--- src/rtl/spcr_pkg.sv ---
package spcr_pkg;

    localparam int ADR_W = 11;
    localparam int DAT_W = 32;

    // Register indices; the byte address is four times the index
    localparam logic [7:0] IDX_ENABLE = 8'h30;
    localparam logic [7:0] IDX_BASE_HI = 8'h60;
    localparam logic [7:0] IDX_BASE_LO = 8'h61;
    localparam logic [7:0] IDX_IRQ_SEL = 8'h70;
    localparam logic [7:0] IDX_LINE_DRV = 8'hf0;
    localparam logic [7:0] IDX_IR_CTRL = 8'hf1;

    // Address bit that selects the second port
    localparam int PORT_SEL_BIT = 10;

    // Field positions
    localparam int ENABLE_BIT = 0;
    localparam int RTS_INV_BIT = 5;
    localparam int DIFF_MODE_BIT = 4;
    localparam int RX_DLY_BIT = 3;
    localparam int TX_DLY_BIT = 2;
    localparam int IR_MODE_LSB = 3;
    localparam int HALF_DUPLEX_BIT = 2;
    localparam int IR_TX_INV_BIT = 1;
    localparam int IR_RX_INV_BIT = 0;

    // Reset values
    localparam logic P1_ENABLE_RST = 1'b1;
    localparam logic P2_ENABLE_RST = 1'b1;
    localparam logic [7:0] P1_BASE_HI_RST = 8'h03;
    localparam logic [7:0] P1_BASE_LO_RST = 8'hf8;
    localparam logic [7:0] P2_BASE_HI_RST = 8'h02;
    localparam logic [7:0] P2_BASE_LO_RST = 8'hf8;
    localparam logic [3:0] P1_IRQ_RST = 4'h4;
    localparam logic [3:0] P2_IRQ_RST = 4'h3;
    localparam logic [1:0] IR_MODE_RST = 2'h0;
    localparam logic HALF_DUPLEX_RST = 1'b1;

    // Infrared mode codes
    localparam logic [1:0] IR_MODE_FIXED = 2'h2;
    localparam logic [1:0] IR_MODE_RATIO = 2'h3;

    // Timing
    localparam int CLK_NS = 50;
    localparam int IR_PULSE_NS = 1600;
    localparam int IR_PULSE_CYC_I = (IR_PULSE_NS / CLK_NS) < 1 ? 1 : IR_PULSE_NS / CLK_NS;
    localparam logic [5:0] IR_PULSE_CYC = 6'(IR_PULSE_CYC_I);
    localparam logic [5:0] IR_PULSE_TICKS = 6'h03;
    localparam int TICKS_PER_BIT = 16;
    localparam int CHAR_BITS = 10;
    localparam int TURN_CHARS = 4;
    localparam logic [9:0] TURN_TICKS = 10'(TURN_CHARS * CHAR_BITS * TICKS_PER_BIT);
    localparam logic [3:0] LAST_PHASE = 4'(TICKS_PER_BIT - 1);

    typedef struct packed {
        logic en;
        logic [7:0] base_hi;
        logic [7:0] base_lo;
        logic [3:0] irq;
        logic rts_inv;
        logic diff_mode;
        logic rx_dly;
        logic tx_dly;
    } spcr_port_s;

    typedef struct packed {
        logic [1:0] mode;
        logic half;
        logic tx_inv;
        logic rx_inv;
    } spcr_ir_s;

    typedef enum logic [1:0] {
        DIR_RX,
        DIR_RX_WAIT,
        DIR_TX_WAIT,
        DIR_TX
    } spcr_dir_e;

    typedef struct packed {
        spcr_port_s [1:0] port;
        spcr_ir_s ir;
        logic ack;
        logic [7:0] rdata;
        logic [1:0] rts_n;
        logic [2:0] rx_sync;
        logic rx_level;
        logic rxd;
        spcr_dir_e dir;
        logic [9:0] dly_cnt;
        logic [3:0] phase;
        logic txd_d;
        logic [5:0] pulse_cnt;
        logic pulse_ticks;
        logic ir_tx;
    } spcr_state_s;

endpackage

--- src/rtl/spcr_top.sv ---
// Chosen here: register access over Wishbone.
`timescale 1ns/1ns
`default_nettype none

module spcr_top (
    input wire logic clk_i,
    input wire logic rst_i,
    input wire logic cyc_i,
    input wire logic stb_i,
    input wire logic we_i,
    input wire logic [spcr_pkg::ADR_W-1:0] adr_i,
    input wire logic [3:0] sel_i,
    input wire logic [spcr_pkg::DAT_W-1:0] dat_i,
    output logic [spcr_pkg::DAT_W-1:0] dat_o,
    output logic ack_o,
    output logic [1:0] enable_o,
    output logic [1:0][15:0] io_base_o,
    output logic [1:0][3:0] irq_channel_o,
    input wire logic [1:0] tx_active_i,
    input wire logic [1:0] uart_rts_n_i,
    output logic [1:0] rts_n_o,
    input wire logic baud16_tick_i,
    input wire logic txd_i,
    input wire logic tx_pending_i,
    output logic tx_hold_o,
    input wire logic ir_receive_input_i,
    output logic ir_transmit_output_o,
    output logic rxd_o
);

    spcr_pkg::spcr_state_s st_r;
    spcr_pkg::spcr_state_s st_nxt;

    logic [7:0] idx;
    logic p2;
    logic wr_now;
    logic ir_on;
    logic rx_open;

    assign idx = adr_i[9:2];
    assign p2 = adr_i[spcr_pkg::PORT_SEL_BIT];
    // Writes land at the edge on which the master samples ack
    assign wr_now = cyc_i && stb_i && we_i && st_r.ack && sel_i[0];
    assign ir_on = st_r.ir.mode[1];
    assign rx_open = !st_r.ir.half || (st_r.dir == spcr_pkg::DIR_RX);

    // Read decode; reserved bits and unmapped indices give zero
    function automatic logic [7:0] read_reg(input spcr_pkg::spcr_port_s pc, input spcr_pkg::spcr_ir_s irc,
                                            input logic second, input logic [7:0] ix);
        logic [7:0] d;
        d = 8'h00;
        unique case (ix)
            spcr_pkg::IDX_ENABLE: d[spcr_pkg::ENABLE_BIT] = pc.en;
            spcr_pkg::IDX_BASE_HI: d = pc.base_hi;
            spcr_pkg::IDX_BASE_LO: d = pc.base_lo;
            spcr_pkg::IDX_IRQ_SEL: d[3:0] = pc.irq;
            spcr_pkg::IDX_LINE_DRV:
            begin
                d[spcr_pkg::RTS_INV_BIT] = pc.rts_inv;
                d[spcr_pkg::DIFF_MODE_BIT] = pc.diff_mode;
                d[spcr_pkg::RX_DLY_BIT] = second & pc.rx_dly;
                d[spcr_pkg::TX_DLY_BIT] = second & pc.tx_dly;
            end
            spcr_pkg::IDX_IR_CTRL:
            begin
                if (second)
                begin
                    d[spcr_pkg::IR_MODE_LSB +: 2] = irc.mode;
                    d[spcr_pkg::HALF_DUPLEX_BIT] = irc.half;
                    d[spcr_pkg::IR_TX_INV_BIT] = irc.tx_inv;
                    d[spcr_pkg::IR_RX_INV_BIT] = irc.rx_inv;
                end
            end
            default: d = 8'h00;
        endcase
        return d;
    endfunction

    always_comb
    begin
        st_nxt = st_r;

        // Bus slave: one wait state, ack for one cycle, unmapped reads zero
        st_nxt.ack = cyc_i && stb_i && !st_r.ack;
        if (cyc_i && stb_i && !st_r.ack)
        begin
            st_nxt.rdata = read_reg(st_r.port[p2], st_r.ir, p2, idx);
        end
        if (wr_now)
        begin
            unique case (idx)
                spcr_pkg::IDX_ENABLE: st_nxt.port[p2].en = dat_i[spcr_pkg::ENABLE_BIT];
                spcr_pkg::IDX_BASE_HI: st_nxt.port[p2].base_hi = dat_i[7:0];
                spcr_pkg::IDX_BASE_LO: st_nxt.port[p2].base_lo = dat_i[7:0];
                spcr_pkg::IDX_IRQ_SEL: st_nxt.port[p2].irq = dat_i[3:0];
                spcr_pkg::IDX_LINE_DRV:
                begin
                    st_nxt.port[p2].rts_inv = dat_i[spcr_pkg::RTS_INV_BIT];
                    st_nxt.port[p2].diff_mode = dat_i[spcr_pkg::DIFF_MODE_BIT];
                    st_nxt.port[p2].rx_dly = p2 & dat_i[spcr_pkg::RX_DLY_BIT];
                    st_nxt.port[p2].tx_dly = p2 & dat_i[spcr_pkg::TX_DLY_BIT];
                end
                spcr_pkg::IDX_IR_CTRL:
                begin
                    if (p2)
                    begin
                        st_nxt.ir.mode = dat_i[spcr_pkg::IR_MODE_LSB +: 2];
                        st_nxt.ir.half = dat_i[spcr_pkg::HALF_DUPLEX_BIT];
                        st_nxt.ir.tx_inv = dat_i[spcr_pkg::IR_TX_INV_BIT];
                        st_nxt.ir.rx_inv = dat_i[spcr_pkg::IR_RX_INV_BIT];
                    end
                end
                default: st_nxt.ack = st_nxt.ack;
            endcase
        end

        // Line driver: in differential mode low while sending, flipped by the invert bit; otherwise follows the UART's RTS
        for (int p = 0; p < 2; p++)
        begin
            if (st_r.port[p].diff_mode)
            begin
                st_nxt.rts_n[p] = !tx_active_i[p] ^ st_r.port[p].rts_inv;
            end
            else
            begin
                st_nxt.rts_n[p] = uart_rts_n_i[p];
            end
        end

        // Receive pin: a change counts once the last two stages agree
        st_nxt.rx_sync = {st_r.rx_sync[1:0], ir_receive_input_i};
        if (st_r.rx_sync[2] == st_r.rx_sync[1])
        begin
            st_nxt.rx_level = st_r.rx_sync[2] ^ st_r.ir.rx_inv;
        end
        // A received pulse marks a zero bit
        st_nxt.rxd = !(ir_on && rx_open && st_r.rx_level);

        // Turnaround between directions
        unique case (st_r.dir)
            spcr_pkg::DIR_RX:
            begin
                if (tx_pending_i)
                begin
                    if (st_r.ir.half && st_r.port[1].tx_dly)
                    begin
                        st_nxt.dir = spcr_pkg::DIR_TX_WAIT;
                        st_nxt.dly_cnt = spcr_pkg::TURN_TICKS;
                    end
                    else
                    begin
                        st_nxt.dir = spcr_pkg::DIR_TX;
                    end
                end
            end
            spcr_pkg::DIR_TX_WAIT:
            begin
                if (!tx_pending_i)
                begin
                    st_nxt.dir = spcr_pkg::DIR_RX;
                end
                else if (!st_r.ir.half)
                begin
                    st_nxt.dir = spcr_pkg::DIR_TX;
                end
                else if (baud16_tick_i)
                begin
                    st_nxt.dly_cnt = st_r.dly_cnt - 10'h001;
                    if (st_r.dly_cnt == 10'h001)
                    begin
                        st_nxt.dir = spcr_pkg::DIR_TX;
                    end
                end
            end
            spcr_pkg::DIR_TX:
            begin
                if (!tx_pending_i)
                begin
                    if (st_r.ir.half && st_r.port[1].rx_dly)
                    begin
                        st_nxt.dir = spcr_pkg::DIR_RX_WAIT;
                        st_nxt.dly_cnt = spcr_pkg::TURN_TICKS;
                    end
                    else
                    begin
                        st_nxt.dir = spcr_pkg::DIR_RX;
                    end
                end
            end
            spcr_pkg::DIR_RX_WAIT:
            begin
                if (tx_pending_i)
                begin
                    st_nxt.dir = spcr_pkg::DIR_TX;
                end
                else if (!st_r.ir.half)
                begin
                    st_nxt.dir = spcr_pkg::DIR_RX;
                end
                else if (baud16_tick_i)
                begin
                    st_nxt.dly_cnt = st_r.dly_cnt - 10'h001;
                    if (st_r.dly_cnt == 10'h001)
                    begin
                        st_nxt.dir = spcr_pkg::DIR_RX;
                    end
                end
            end
        endcase

        // Transmit pulses: one at the start of every zero bit
        st_nxt.txd_d = txd_i;
        if (txd_i != st_r.txd_d)
        begin
            st_nxt.phase = 4'h0;
        end
        else if (baud16_tick_i)
        begin
            st_nxt.phase = st_r.phase + 4'h1;
        end
        if (st_r.pulse_cnt != 6'h00 && (!st_r.pulse_ticks || baud16_tick_i))
        begin
            st_nxt.pulse_cnt = st_r.pulse_cnt - 6'h01;
        end
        if (ir_on && !txd_i && ((st_r.txd_d && !txd_i) || (baud16_tick_i && st_r.phase == spcr_pkg::LAST_PHASE)))
        begin
            if (st_r.ir.mode == spcr_pkg::IR_MODE_RATIO)
            begin
                st_nxt.pulse_cnt = spcr_pkg::IR_PULSE_TICKS;
                st_nxt.pulse_ticks = 1'b1;
            end
            else
            begin
                st_nxt.pulse_cnt = spcr_pkg::IR_PULSE_CYC;
                st_nxt.pulse_ticks = 1'b0;
            end
        end
        st_nxt.ir_tx = (ir_on && st_nxt.pulse_cnt != 6'h00) ^ st_r.ir.tx_inv;
    end

    always_ff @(posedge clk_i)
    begin
        if (rst_i)
        begin
            st_r <= '0;
            st_r.port[0].en <= spcr_pkg::P1_ENABLE_RST;
            st_r.port[1].en <= spcr_pkg::P2_ENABLE_RST;
            st_r.port[0].base_hi <= spcr_pkg::P1_BASE_HI_RST;
            st_r.port[0].base_lo <= spcr_pkg::P1_BASE_LO_RST;
            st_r.port[1].base_hi <= spcr_pkg::P2_BASE_HI_RST;
            st_r.port[1].base_lo <= spcr_pkg::P2_BASE_LO_RST;
            st_r.port[0].irq <= spcr_pkg::P1_IRQ_RST;
            st_r.port[1].irq <= spcr_pkg::P2_IRQ_RST;
            st_r.ir.mode <= spcr_pkg::IR_MODE_RST;
            st_r.ir.half <= spcr_pkg::HALF_DUPLEX_RST;
            st_r.rts_n <= 2'h3;
            st_r.rx_sync <= 3'h0;
            st_r.rxd <= 1'b1;
            st_r.txd_d <= 1'b1;
            st_r.dir <= spcr_pkg::DIR_RX;
        end
        else
        begin
            st_r <= st_nxt;
        end
    end

    assign ack_o = st_r.ack;
    assign dat_o = {24'h000000, st_r.rdata};
    assign rts_n_o = st_r.rts_n;
    assign rxd_o = st_r.rxd;
    assign ir_transmit_output_o = st_r.ir_tx;
    // Core must not start a character while held
    assign tx_hold_o = ir_on && st_r.ir.half && st_r.dir != spcr_pkg::DIR_TX;

    for (genvar p = 0; p < 2; p++)
    begin : g_port
        assign enable_o[p] = st_r.port[p].en;
        assign io_base_o[p] = {st_r.port[p].base_hi, st_r.port[p].base_lo};
        assign irq_channel_o[p] = st_r.port[p].irq;
    end

    property p_enable_reset;
        @(posedge clk_i) disable iff (rst_i)
        $fell(rst_i) |-> enable_o == 2'h3;
    endproperty
    a_enable_reset: assert property (p_enable_reset) else $error("Enables not set after reset");

    property p_base_reset;
        @(posedge clk_i) disable iff (rst_i)
        $fell(rst_i) |-> io_base_o[0] == 16'h03f8 && io_base_o[1] == 16'h02f8;
    endproperty
    a_base_reset: assert property (p_base_reset) else $error("Base addresses wrong after reset");

    property p_base_write;
        @(posedge clk_i) disable iff (rst_i)
        (wr_now && !p2 && idx == 8'h60) |=> io_base_o[0][15:8] == $past(dat_i[7:0]);
    endproperty
    a_base_write: assert property (p_base_write) else $error("Base high byte not written");

    property p_irq_reset;
        @(posedge clk_i) disable iff (rst_i)
        $fell(rst_i) |-> irq_channel_o[0] == 4'h4 && irq_channel_o[1] == 4'h3;
    endproperty
    a_irq_reset: assert property (p_irq_reset) else $error("Interrupt channels wrong after reset");

    property p_irq_read;
        @(posedge clk_i) disable iff (rst_i)
        (ack_o && !we_i && idx == 8'h70) |-> dat_o[31:4] == 28'h0000000 && dat_o[3:0] == irq_channel_o[p2];
    endproperty
    a_irq_read: assert property (p_irq_read) else $error("Interrupt channel read wrong");

    property p_enable_clear;
        @(posedge clk_i) disable iff (rst_i)
        (wr_now && p2 && idx == 8'h30 && !dat_i[0]) |=> !enable_o[1] ##1 !enable_o[1];
    endproperty
    a_enable_clear: assert property (p_enable_clear) else $error("Second port not disabled");

    property p_rts_diff;
        @(posedge clk_i) disable iff (rst_i)
        (st_r.port[0].diff_mode && tx_active_i[0] && $stable(st_r.port[0])) |=> rts_n_o[0] == $past(st_r.port[0].rts_inv);
    endproperty
    a_rts_diff: assert property (p_rts_diff) else $error("RTS not driven while sending");

    property p_rts_plain;
        @(posedge clk_i) disable iff (rst_i)
        !st_r.port[1].diff_mode |=> rts_n_o[1] == $past(uart_rts_n_i[1]);
    endproperty
    a_rts_plain: assert property (p_rts_plain) else $error("RTS inverted outside differential mode");

    property p_tx_delay;
        @(posedge clk_i) disable iff (rst_i)
        (st_r.dir == spcr_pkg::DIR_RX && tx_pending_i && ir_on && st_r.ir.half && st_r.port[1].tx_dly)
            |=> tx_hold_o [*2];
    endproperty
    a_tx_delay: assert property (p_tx_delay) else $error("Transmit not held for turnaround");

    property p_full_duplex;
        @(posedge clk_i) disable iff (rst_i)
        !st_r.ir.half |-> !tx_hold_o ##1 (st_r.dir == spcr_pkg::DIR_RX || st_r.dir == spcr_pkg::DIR_TX || st_r.ir.half);
    endproperty
    a_full_duplex: assert property (p_full_duplex) else $error("Turnaround active in full duplex");

    property p_ir_idle;
        @(posedge clk_i) disable iff (rst_i)
        (!ir_on && $stable(st_r.ir.tx_inv)) |=> ir_transmit_output_o == $past(st_r.ir.tx_inv);
    endproperty
    a_ir_idle: assert property (p_ir_idle) else $error("Infrared output not idle");

    property p_reserved_read;
        @(posedge clk_i) disable iff (rst_i)
        (ack_o && !we_i && idx == 8'hf1) |-> dat_o[31:5] == 27'h0000000;
    endproperty
    a_reserved_read: assert property (p_reserved_read) else $error("Reserved bits not zero");

endmodule // spcr_top

`default_nettype wire

--- config.mk ---
export PLATFORM = sky130hd
export DESIGN_NAME = spcr_top
export DESIGN_NICKNAME = d
export VERILOG_FILES = /design/src/rtl/spcr_pkg.sv /design/src/rtl/spcr_top.sv
export SDC_FILE = /design/constraint.sdc
export NUM_CORES = 1
export LEC_CHECK = 0
export BUFFER_PORTS_ARGS = -buffer_cell sky130_fd_sc_hd__buf_2
export CORE_MARGIN = 4
export CORE_UTILIZATION = 57
export CTS_BUF_LIST = sky130_fd_sc_hd__clkbuf_16
export CTS_CLUSTER_DIAMETER = 80
export DETAILED_ROUTE_END_ITERATION = 7
export GPL_ROUTABILITY_DRIVEN = 0
export GPL_TIMING_DRIVEN = 0
export PLACE_DENSITY = 0.86
export SYNTH_ARGS = -nofsm -noshare
export SYNTH_HDL_FRONTEND = slang
export SYNTH_SLANG_ARGS = --single-unit
--- constraint.sdc ---
create_clock -name clk_i -period 6.7 [get_ports clk_i]
set_clock_uncertainty 0.1 [all_clocks]
set_input_delay 0.335 -clock clk_i [delete_from_list [all_inputs] [get_ports clk_i]]
set_output_delay 0.335 -clock clk_i [all_outputs]
set_load 0.02 [all_outputs]
Yosys cells after proc, flatten, opt, wreduce, memory -nomap -nowiden
Index checks and enable logic that the tools add are counted.
{"block": "totals", "reg_bits": 96, "input_bits": 60, "output_inout_bits": 80, "wordCells": 170}
{"block": "op_classes", "add_sub_neg": 3, "order_cmp": 2, "n_eq_ne": 29, "mux": 58, "bitwise": 8, "n_reduce_logical": 37}
{"operator": "bitwise mux 50 bit", "n": 8}
{"operator": "one-hot mux 50 bit (5 select lines)", "n": 1}
{"operator": "demux 25 bit (select 1 bit)", "n": 8}
{"operator": "two-way mux 25 bit", "n": 3}
{"operator": "two-way mux 10 bit", "n": 6}
{"operator": "two-way mux 12 bit", "n": 4}
{"operator": "one-hot mux 12 bit (4 select lines)", "n": 1}
{"operator": "== test 8 x 7 -> 1 bit (second input constant)", "n": 3}
{"operator": "two-way mux 24 bit", "n": 1}
{"operator": "!= test 2 bit (second input constant)", "n": 10}
{"operator": "logical AND 1 bit", "n": 18}
{"operator": "== test 8 bit (second input constant)", "n": 2}
{"operator": "two-way mux 16 bit", "n": 1}
{"operator": "!= test 4 bit (second input constant)", "n": 4}
{"operator": "two-way mux 2 bit", "n": 7}
{"operator": "two-way mux 7 bit", "n": 2}
{"operator": "nonzero test 6 bit", "n": 2}
{"operator": "== test 10 x 1 -> 1 bit (second input constant)", "n": 1}
{"operator": "one-hot mux 2 bit (5 select lines)", "n": 1}
{"operator": "AND reduction 10 bit", "n": 1}
{"operator": "subtractor 10 x 1 -> 10 bit (second input constant)", "n": 1}
{"operator": "== test 8 x 6 -> 1 bit (second input constant)", "n": 1}
{"operator": "two-way mux 8 bit", "n": 1}
{"operator": "one-hot mux 1 bit (4 select lines)", "n": 2}
{"operator": "28 further kinds", "n": 48}

Longest topological paths before layout
Gate-level depths: netlist of the first run.
{"block": "depth", "word_depth": 9, "mapped_depth": 8, "ltp_nobuf": 7}

Worst setup path after synthesis of the first run
Ideal clock, no wire load.
{"block": "synth_timing", "path_type": "flip-flop to flip-flop", "startpoint": "register st_r[4] (netlist name)", "endpoint": "register st_r (netlist bit ir_transmit_output_o)", "setup_time_ns": 0.134, "arrival_ns": 2.010, "t_required_ns": 6.466, "setup_slack_ns": 4.456, "stages_incl_launch_ff": 6, "n_path_buf": 0, "period_less_slack_ns": 2.244, "path_cell_list": "dfxtp_1 > or3_4 > or3_1 > o311a_1 > and4_1 > or4_1"}
{"block": "synth_via", "elab_chain_len": 7, "word_cells_on_any_way": 8, "classes_between": "1 x add/sub; 2 x mux; 1 x bitwise; 4 x reduce/logical"}
{"item": "start: declaration", "line_no": "spcr_top.sv:31", "text": "spcr_pkg::spcr_state_s st_r;"}
{"item": "start signal: assignment", "line_no": "spcr_top.sv:264", "text": "st_r <= st_nxt;"}
{"item": "parallel branches: the longest is 2 deep, another holds subtractor 6 x 1 -> 6 bit"}
{"item": "two-way mux 6 bit *", "line_no": "spcr_top.sv:221", "text": "if (st_r.pulse_cnt != 6'h00 && (!st_r.pulse_ticks || baud16_tick_i))"}
{"item": "two-way mux 7 bit *", "line_no": "spcr_top.sv:225", "text": "if (ir_on && !txd_i && ((st_r.txd_d && !txd_i) || (baud16_tick_i && st_r.phase == spcr_pkg::LAST_PHASE)))"}
{"item": "nonzero test 6 bit *", "line_no": "spcr_top.sv:238", "text": "st_nxt.ir_tx = (ir_on && st_nxt.pulse_cnt != 6'h00) ^ st_r.ir.tx_inv;"}
{"item": "logical AND 1 bit *", "line_no": "spcr_top.sv:238"}
{"item": "bitwise XOR 1 bit *", "line_no": "spcr_top.sv:238"}
Every way passes the cells marked *.
A chain may end at the register's enable or synchronous reset.

==> summary.txt, run 1 <==
STA
  – Unrepaired setup endpoints after global routing: no
  – Pin slew with the least headroom to its limit: 0.918 ns
  – Number of failing hold endpoints at the final stage: 0
  – Number of setup violations in the final report: 0
  – Period Utilization, post-route: roughly two fifths
  – Fmax: 0.375 GHz
  – Post-Route Setup TNS: 0 ns
  – Final critical path time including I/O delays and setup: 2.67 ns
  – Post-layout worst setup margin: 4.03 ns
  – Pins over their slew limit: 0
  – Max_slew headroom: 38.2%

Global routing
  – Pin count of the biggest net entering global routing: 18
  – Remaining Overflow, GRT: 0
  – Total GRT Usage: 26.2%
  – Global-route wire length before repair: between 20000 and 25000 um
  – Vias in the first global route: 4852
  – Number of antenna violations at the first check in global routing: 1

Yosys
  – Yosys warning total: 0
  – Synth top area share: 36.1%
  – Post-Syn Area: between 5000 and 6000 sq um
  – Cell type contributing the most total cell area after synthesis: sky130_fd_sc_hd__dfxtp_1
  – Syn_area_per_cell: 8.34 sq um
  – Leading cell types by total area after synthesis: sky130_fd_sc_hd__dfxtp_1 (36%), sky130_fd_sc_hd__buf_4 (11%), sky130_fd_sc_hd__mux2i_1 (5.4%)
  – Synth Area in Simple Gates: about a fifth
  – Ys async rst share: 0%
  – Flip-flop and latch count after synthesis: 94
  – Dominant combinational cell family by area after synthesis: simple AND/OR/NAND/NOR gates
  – Post-Synth Adder-Cell Area: 2.40%
  – Share of the yosys chip area belonging to registers: 36.1%
  – Mux cell area share after synthesis: slightly above 6%
  – Flip-flop cell with the highest count after synthesis: sky130_fd_sc_hd__dfxtp_1
  – Library cells used by synthesis: just under 70
  – Synthesized-area fraction occupied by ao, oa, aoi and oai cells: 18.3%
  – Number of synthesized flops with an enable pin: 0
  – Mapped Cells: 624
  – Share of the synthesized netlist area taken by xor and xnor gates: just over 2%

Run status
  – Result of the run: complete, but fails checks
  – Violated checks: design-rule violations

Place
  – Port Buf Inserts: 82
  – Half-perimeter wire length of the detailed placement result: 10500 um
  – Post-Place Worst Slack: roughly 3.8 ns

Clock network
  – Number of H-tree levels: 3
  – Number of hold-repair buffers added at the cts stage: 0
  – Setup repair bufs after CTS: 0
  – Number of buffers created by CTS: 9
  – Post-CTS clock slew at the launch and capture registers of the worst setup and hold paths: 0.07 ns
  – Clock insertion delay at the later pin of the skew report: 0.34 ns
  – Sinks on Clock Net: 94
  – Clock Root Buffer: sky130_fd_sc_hd__clkbuf_16
  – Clock buffer depth: 2
  – TritonCTS clock tree: yes
  – Count of instances resized after the clock tree is built: 0

Power and ir drop
  – Overall power of the completed layout: 1.70 mW
  – Internal power: between 1 and 1.5 mW
  – Switching component of the power: between 0.5 and 0.6 mW
  – Clk network pwr share: 33.2%
  – Part of the total power dissipated in combinational logic: 29.0%
  – Power Density: 276 nW/um^2
  – Cell leakage power: 2.64 nW
  – Switching power as a share of total power: 33.1%
  – Peak supply drop: 149 uV
  – Share of power burned in registers: 37.8%

Setup path
  – Worst Setup End Kind: flop
  – Nature of the critical path startpoint: primary input
  – Max Fanout on Critical Path: 10
  – Worst Setup Path Type: primary input to flop
  – Crit path DAT: around 2.8 ns
  – Data required time at the worst endpoint: between 6 and 7 ns

Floorplanning
  – Num ports: 140
  – Num rows: 34
  – Initial Utilization: 59.1%
  – Vertical die dimension: 104 um
  – Floorplan Core Area: 8810 sq um
  – Die outline area: 10700 sq um
  – Horizontal die dimension: around 100 um

Final layout
  – Diodes inserted: 0
  – Net count of the finished layout: 810
  – Share of layout cells above drive strength 1: 26.3%
  – Final cell utilization of the core: 70.0%
  – Relative area change from synthesis to final layout: 18.4%
  – Fill cell total of the finished layout: between 700 and 800
  – Footprint of the multi-input gates: 2660 sq um
  – Area of all sequential standard cells: 1880 sq um

Detailed routing
  – Post-detailed-routing wire length: 14500 um
  – Post-route DRC: 2
  – Number of iterations in the first detailed-routing pass: 8
  – Number of nets with antenna violations after routing: 0
  – Drt via density: 5.92
  – Starting DRT DRC Count: approximately 430
  – Count of vias placed by the detailed router: 5047
  – Post-DR wirelength/cell: roughly 17 um

Hold path
  – Class of the tightest hold or removal check: primary input to flop

Flow run
  – Number of max-cap violations: 0
## area by class of cell
class | instances | area share [%]
clock inverter | 7 | 1.66
timing repair buffer | 82 | 6.66
multi-input combinational | 430 | 43.1
tap | 108 | 2.19
sequential | 94 | 30.5
clock buffer | 9 | 3.65
buffer | 108 | 11.3
inverter | 15 | 0.913
## power groups by stage
stage	clock (mW)	sequential, mW	combinational, mW
detailed placement	0	0.653	0.474
CTS	0.565	0.642	0.486
global route	0.585	0.649	0.548
floorplan	0	0.643	0.378
finish	0.565	0.644	0.494
global placement	0	0.650	0.446
## path summary, 6_finish.rpt
path                            slack [ns]          startpoint  cells after the start          to
worst max-delay path                  4.03            adr_i[3]                      6        flop
worst min-delay path                  0.12  ir_receive_input_i                      2  st_nxt[28]
worst max register to register        4.07            st_r[23]                      7    st_r[14]
worst min register to register        0.34          st_nxt[28]                      1  st_nxt[29]
## cell families (layout without fill, tap and decap cells)
| logic type | after synthesis | after routing |
|---|---|---|
| other | 1 | 24 |
| XOR/XNOR | 12 | 12 |
| buffers and inverters | 123 | 221 |
| adder cells (fa/ha/maj) | 10 | 10 |
| AO/OA/AOI/OAI | 138 | 138 |
| flip-flops | 94 | 94 |
| multiplexers | 31 | 31 |
| AND/OR/NAND/NOR | 215 | 215 |
## stage by stage
stage	std cells	hold WS, ns	instance area (sq um)
6_report	853	0.117	6170
5_1_grt	853	0.149	6170
4_1_cts	853	0.120	6170
3_5_place_dp	837	0.338	5840
3_3_place_gp	837	0.330	5840
2_1_floorplan	647	0.287	5290
## cells in the mapped netlist, types with 6 or more instances
master and number:
sky130_fd_sc_hd__dfxtp_1 94, sky130_fd_sc_hd__buf_4 76, sky130_fd_sc_hd__nand2_1 74, sky130_fd_sc_hd__a21oi_1 44
sky130_fd_sc_hd__nor2_1 41, sky130_fd_sc_hd__nand3_1 31, sky130_fd_sc_hd__mux2i_1 28, sky130_fd_sc_hd__clkbuf_1 24
sky130_fd_sc_hd__o21ai_0 22, sky130_fd_sc_hd__inv_1 14, sky130_fd_sc_hd__ha_1 10, sky130_fd_sc_hd__nor2b_1 10
sky130_fd_sc_hd__nand3b_1 9, sky130_fd_sc_hd__xor2_1 9, sky130_fd_sc_hd__a221oi_1 7, sky130_fd_sc_hd__buf_2 7
sky130_fd_sc_hd__nor3_1 7, sky130_fd_sc_hd__or3_1 7, sky130_fd_sc_hd__o211ai_1 6
## worst max-delay path: stages
cell	delay (ns)
sky130_fd_sc_hd__buf_2	0.13
sky130_fd_sc_hd__nor4_1	0.80
sky130_fd_sc_hd__nand2_1	0.48
sky130_fd_sc_hd__nor2_1	0.67
sky130_fd_sc_hd__nor2b_1	0.11
sky130_fd_sc_hd__a211o_1	0.28
## placed cells by master (no fill, tap or decap), types with 4 or more instances in the layout
master and count:
sky130_fd_sc_hd__o21ai_0 22, sky130_fd_sc_hd__conb_1 24, sky130_fd_sc_hd__a22o_1 5, sky130_fd_sc_hd__o41ai_1 4, sky130_fd_sc_hd__nor2b_1 10, sky130_fd_sc_hd__xor2_1 9
sky130_fd_sc_hd__or3_1 7, sky130_fd_sc_hd__nor2_1 41, sky130_fd_sc_hd__mux2i_1 28, sky130_fd_sc_hd__o211ai_1 6, sky130_fd_sc_hd__or4_1 5, sky130_fd_sc_hd__buf_4 76
sky130_fd_sc_hd__a221oi_1 7, sky130_fd_sc_hd__nand3_1 31, sky130_fd_sc_hd__a21oi_1 44, sky130_fd_sc_hd__and2_1 5, sky130_fd_sc_hd__buf_2 89, sky130_fd_sc_hd__clkbuf_1 24
sky130_fd_sc_hd__clkbuf_16 9, sky130_fd_sc_hd__o31ai_1 4, sky130_fd_sc_hd__nand2_1 74, sky130_fd_sc_hd__nand3b_1 9, sky130_fd_sc_hd__inv_1 14, sky130_fd_sc_hd__dfxtp_1 94
sky130_fd_sc_hd__ha_1 10, sky130_fd_sc_hd__nor3_1 7
## layer usage
| layer | vias up | share of wire (%) | global-route usage, % |
|---|---|---|---|
| met4 | 0 | 2.3 | 12.3 |
| li1 | 2358 | - | - |
| met3 | 36 | 9.4 | 5.35 |
| met1 | 2344 | 39 | 31.3 |
| met2 | 309 | 50 | 45.1 |
| met5 | - | 0 | 0 |
(Power assumes the default switching activity.)
==> run 2, diff against run 1 <==
--- a/config.mk
+++ b/config.mk
@@ -5,15 +5,16 @@
 export SDC_FILE = /design/constraint.sdc
 export NUM_CORES = 1
 export LEC_CHECK = 0
+export ABC_AREA = 1
 export BUFFER_PORTS_ARGS = -buffer_cell sky130_fd_sc_hd__buf_2
 export CORE_MARGIN = 4
-export CORE_UTILIZATION = 57
+export CORE_UTILIZATION = 55
 export CTS_BUF_LIST = sky130_fd_sc_hd__clkbuf_16
 export CTS_CLUSTER_DIAMETER = 80
 export DETAILED_ROUTE_END_ITERATION = 7
 export GPL_ROUTABILITY_DRIVEN = 0
 export GPL_TIMING_DRIVEN = 0
-export PLACE_DENSITY = 0.86
+export PLACE_DENSITY = 0.82
 export SYNTH_ARGS = -nofsm -noshare
 export SYNTH_HDL_FRONTEND = slang
 export SYNTH_SLANG_ARGS = --single-unit
==> constraint.sdc (replaced) <==
create_clock -name clk_i -period 2.7 [get_ports clk_i]
set_clock_uncertainty 0.1 [all_clocks]
set_input_delay 0.135 -clock clk_i [delete_from_list [all_inputs] [get_ports clk_i]]
set_output_delay 0.135 -clock clk_i [all_outputs]
set_load 0.02 [all_outputs]
==> summary.txt, run 2 <==
Run status
  – Result of the run: complete, no violations

Place
  – Half-perimeter wire length of the detailed placement result: 12500 um (+19%)
  – Port Buf Inserts: 84 (+2.4%)
  – Total cell area at the placement stage: 6540 sq um (+12%)

STA
  – Number of setup violations in the final report: 0 (unchanged)
  – Number of failing hold endpoints at the final stage: 0 (unchanged)
  – Final critical path time including I/O delays and setup: 2.22 ns
  – Worst hold slack after final layout: 0.0125 ns (-0.105 ns)
  – Period Utilization, post-route: 82.1%
  – Unrepaired setup endpoints after global routing: no
  – Fmax: 0.451 GHz
  – Pins over their slew limit: 0 (unchanged)
  – Pin slew with the least headroom to its limit: 0.808 ns (-0.110 ns)
  – Max_slew headroom: 46.1% (+7.9 points)
  – Post-Route Setup TNS: 0 ns (unchanged)

Floorplanning
  – Initial Utilization: 56.6% (-2.5 points)
  – Horizontal die dimension: 111 um (+7.4%)
  – Die outline area: 12400 sq um (+15%)
  – Num rows: 37 (+8.8%)
  – Floorplan Core Area: 10400 sq um (+18%)
  – Num ports: 140 (unchanged)
  – Vertical die dimension: 111 um (+7.4%)

Setup path
  – Worst Setup Path Type: flop to flop
  – Maximum cell stage delay along the critical path: 0.54 ns (-0.26 ns)
  – Max Fanout on Critical Path: 9 (-1)
  – Launch point of the worst reg-to-reg path: st_r[23]
  – Cell breakdown of the critical path: inv_1 -> ha_1 -> inv_1 -> o21ai_0 -> nor2_1 -> nand4_2 -> o21ai_1 -> a21oi_1 -> o21a_1
  – Nature of the critical path startpoint: flop
  – Crit path DAT: 2.36 ns (-0.45 ns)
  – Critical Path Slowest Stage Cell: sky130_fd_sc_hd__o21ai_1
  – Worst r2r path cells: 9 (+2)
  – Data required time at the worst endpoint: 2.84 ns (-4.00 ns)
  – Register-to-Register Setup Slack: 0.48 ns (-3.59 ns)
  – Worst flop-to-flop path endpoint: st_r[15]
  – Worst Setup End Kind: flop
  – Most common cell type on the critical path: sky130_fd_sc_hd__inv_1

Hold path
  – Class of the tightest hold or removal check: primary input to flop
  – Startpoint of the tightest hold check path: baud16_tick_i
  – Hold Path Stages: 3 (+1)
  – Worst Hold End: st_r[10]

Final layout
  – Relative area change from synthesis to final layout: 17.9%
  – Share of layout cells above drive strength 1: 22.8% (-3.5 points)
  – Fill cell total of the finished layout: 933 (+31%)
  – Footprint of the multi-input gates: 2960 sq um (+11%)
  – Most common cell after layout, fill and taps aside: sky130_fd_sc_hd__nand2_1
  – Diodes inserted: 0 (unchanged)
  – Post-route design area: 6920 sq um (+12%)
  – Net count of the finished layout: 1043 (+29%)
  – Area of all sequential standard cells: 1880 sq um (unchanged)
  – Top library cells by usage in the layout, fill and taps aside: sky130_fd_sc_hd__nand2_1 (129), sky130_fd_sc_hd__dfxtp_1 (94), sky130_fd_sc_hd__buf_2 (90), sky130_fd_sc_hd__a21oi_1 (90), sky130_fd_sc_hd__inv_1 (87)

Detailed routing
  – Number of nets with antenna violations after routing: 0 (unchanged)
  – Post-route DRC: 0 (-2)
  – Post-detailed-routing wire length: 17300 um (+20%)
  – Drt via density: 5.49 (-7.2%)
  – Post-DR wirelength/cell: 15.6 um (-8.3%)
  – Count of vias placed by the detailed router: 6115 (+21%)
  – Starting DRT DRC Count: 757 (+77%)
  – Number of iterations in the first detailed-routing pass: 6 (-2)

Yosys
  – Leading cell types by total area after synthesis: sky130_fd_sc_hd__dfxtp_1 (32%), sky130_fd_sc_hd__buf_4 (10%), sky130_fd_sc_hd__nand2_1 (8.3%)
  – Commonest cells in the synthesized netlist: sky130_fd_sc_hd__nand2_1 (129), sky130_fd_sc_hd__dfxtp_1 (94), sky130_fd_sc_hd__a21oi_1 (90)
  – Yosys warning total: 0 (unchanged)
  – Share of the yosys chip area belonging to registers: 32.1% (-4.1 points)
  – Cell type contributing the most total cell area after synthesis: sky130_fd_sc_hd__dfxtp_1
  – Most instantiated library cell after synthesis: sky130_fd_sc_hd__nand2_1
  – Mapped Cells: 847 (+36%)
  – Flip-flop cell with the highest count after synthesis: sky130_fd_sc_hd__dfxtp_1
  – Synth top area share: 32.1% (-4.1 points)
  – Syn_area_per_cell: 6.93 sq um (-17%)
  – Ys async rst share: 0% (unchanged)
  – Post-Syn Area: 5870 sq um (+13%)
  – Library cells used by synthesis: 50 (-26%)
  – Number of synthesized flops with an enable pin: 0 (unchanged)
  – Flip-flop and latch count after synthesis: 94 (unchanged)

Global routing
  – Pin count of the biggest net entering global routing: 16 (-2)
  – Global-route wire length before repair: 27300 um (+16%)
  – Vias in the first global route: 5587 (+15%)
  – Number of antenna violations at the first check in global routing: 0 (-1)
  – Remaining Overflow, GRT: 0 (unchanged)
  – Total GRT Usage: 27.0% (+0.83 points)

Clock network
  – Sinks on Clock Net: 94 (unchanged)
  – Clock insertion delay at the later pin of the skew report: 0.35 ns (about the same)
  – Number of buffers created by CTS: 9 (unchanged)
  – Clock buffer depth: 2 (unchanged)
  – TritonCTS clock tree: yes
  – Number of H-tree levels: 3 (unchanged)
  – Post-CTS clock slew at the launch and capture registers of the worst setup and hold paths: 0.06 ns (about the same)
  – Setup repair bufs after CTS: 0 (unchanged)
  – Count of instances resized after the clock tree is built: 0 (unchanged)
  – Clock Root Buffer: sky130_fd_sc_hd__clkbuf_16
  – Number of hold-repair buffers added at the cts stage: 8 (+8)

Power and ir drop
  – Cell leakage power: 3.10 nW (+17%)
  – Overall power of the completed layout: 4.20 mW (+150%)
  – Power Density: 607 nW/um^2 (+120%)
  – Peak supply drop: 564 uV (+280%)

Flow run
  – Number of max-cap violations: 0 (unchanged)
run 2: where the power goes:
part           switching [mW]  internal, mW  total, mW
clock                   0.565         0.712       1.28
combinational           0.841         0.465       1.31
sequential              0.102          1.51       1.62
run 2: kinds of logic after synthesis:
family,synth area share [%]
multiplexers,0.171
XOR/XNOR,0.746
adder cells (fa/ha/maj),2.13
other,0.0639
AO/OA/AOI/OAI,24.2
buffers and inverters,19.0
AND/OR/NAND/NOR,21.6
flip-flops,32.1
run 2: through the flow:
step	worst slack, ns	std cells	utilization [%]
finish	0.484	1114	66.7
global route	0.213	1114	66.7
CTS	0.475	1114	66.7
detailed placement	0.486	1090	63.1
global placement	0.547	1090	63.1
floorplan	0.848	870	-
run 2: worst max path at each step:
stage / end / slack, ns / cells after the start / start
floorplan: st_r[19] / 0.85 / 10 / st_r[23]
global placement: st_r[15] / 0.55 / 9 / st_r[23]
detailed placement: st_r[15] / 0.49 / 9 / st_r[23]
CTS: st_r[15] / 0.48 / 9 / st_r[23]
global route: st_r[19] / 0.21 / 10 / st_r[23]
finish: st_r[15] / 0.48 / 9 / st_r[23]
run 2: critical path: cells and delay by family, from the launching register on:
kind	cells	cell delay (ns)
adders and majority gates	1	0.29
buffers and inverters	2	0.16
AOI/OAI and AO/OA	4	0.84
and+or+nand+nor	2	0.37
DFF	1	0.36
run 2: per-layer routing:
layer  wire (um)  share of wire, %  track usage, %
met3        1990                11            6.22
met5           0                 0               0
met1        6860                40            35.0
met4         429               2.5            10.4
met2        8060                46            43.6
run 2: final cells by class:
class / count / share of cell area (%)
tap: 136 / 2.46
buffer: 114 / 11.0
clock buffer: 9 / 3.26
inverter: 94 / 5.12
clock inverter: 7 / 0.959
sequential: 94 / 27.2
timing repair buffer: 92 / 7.24
multi-input combinational: 568 / 42.7
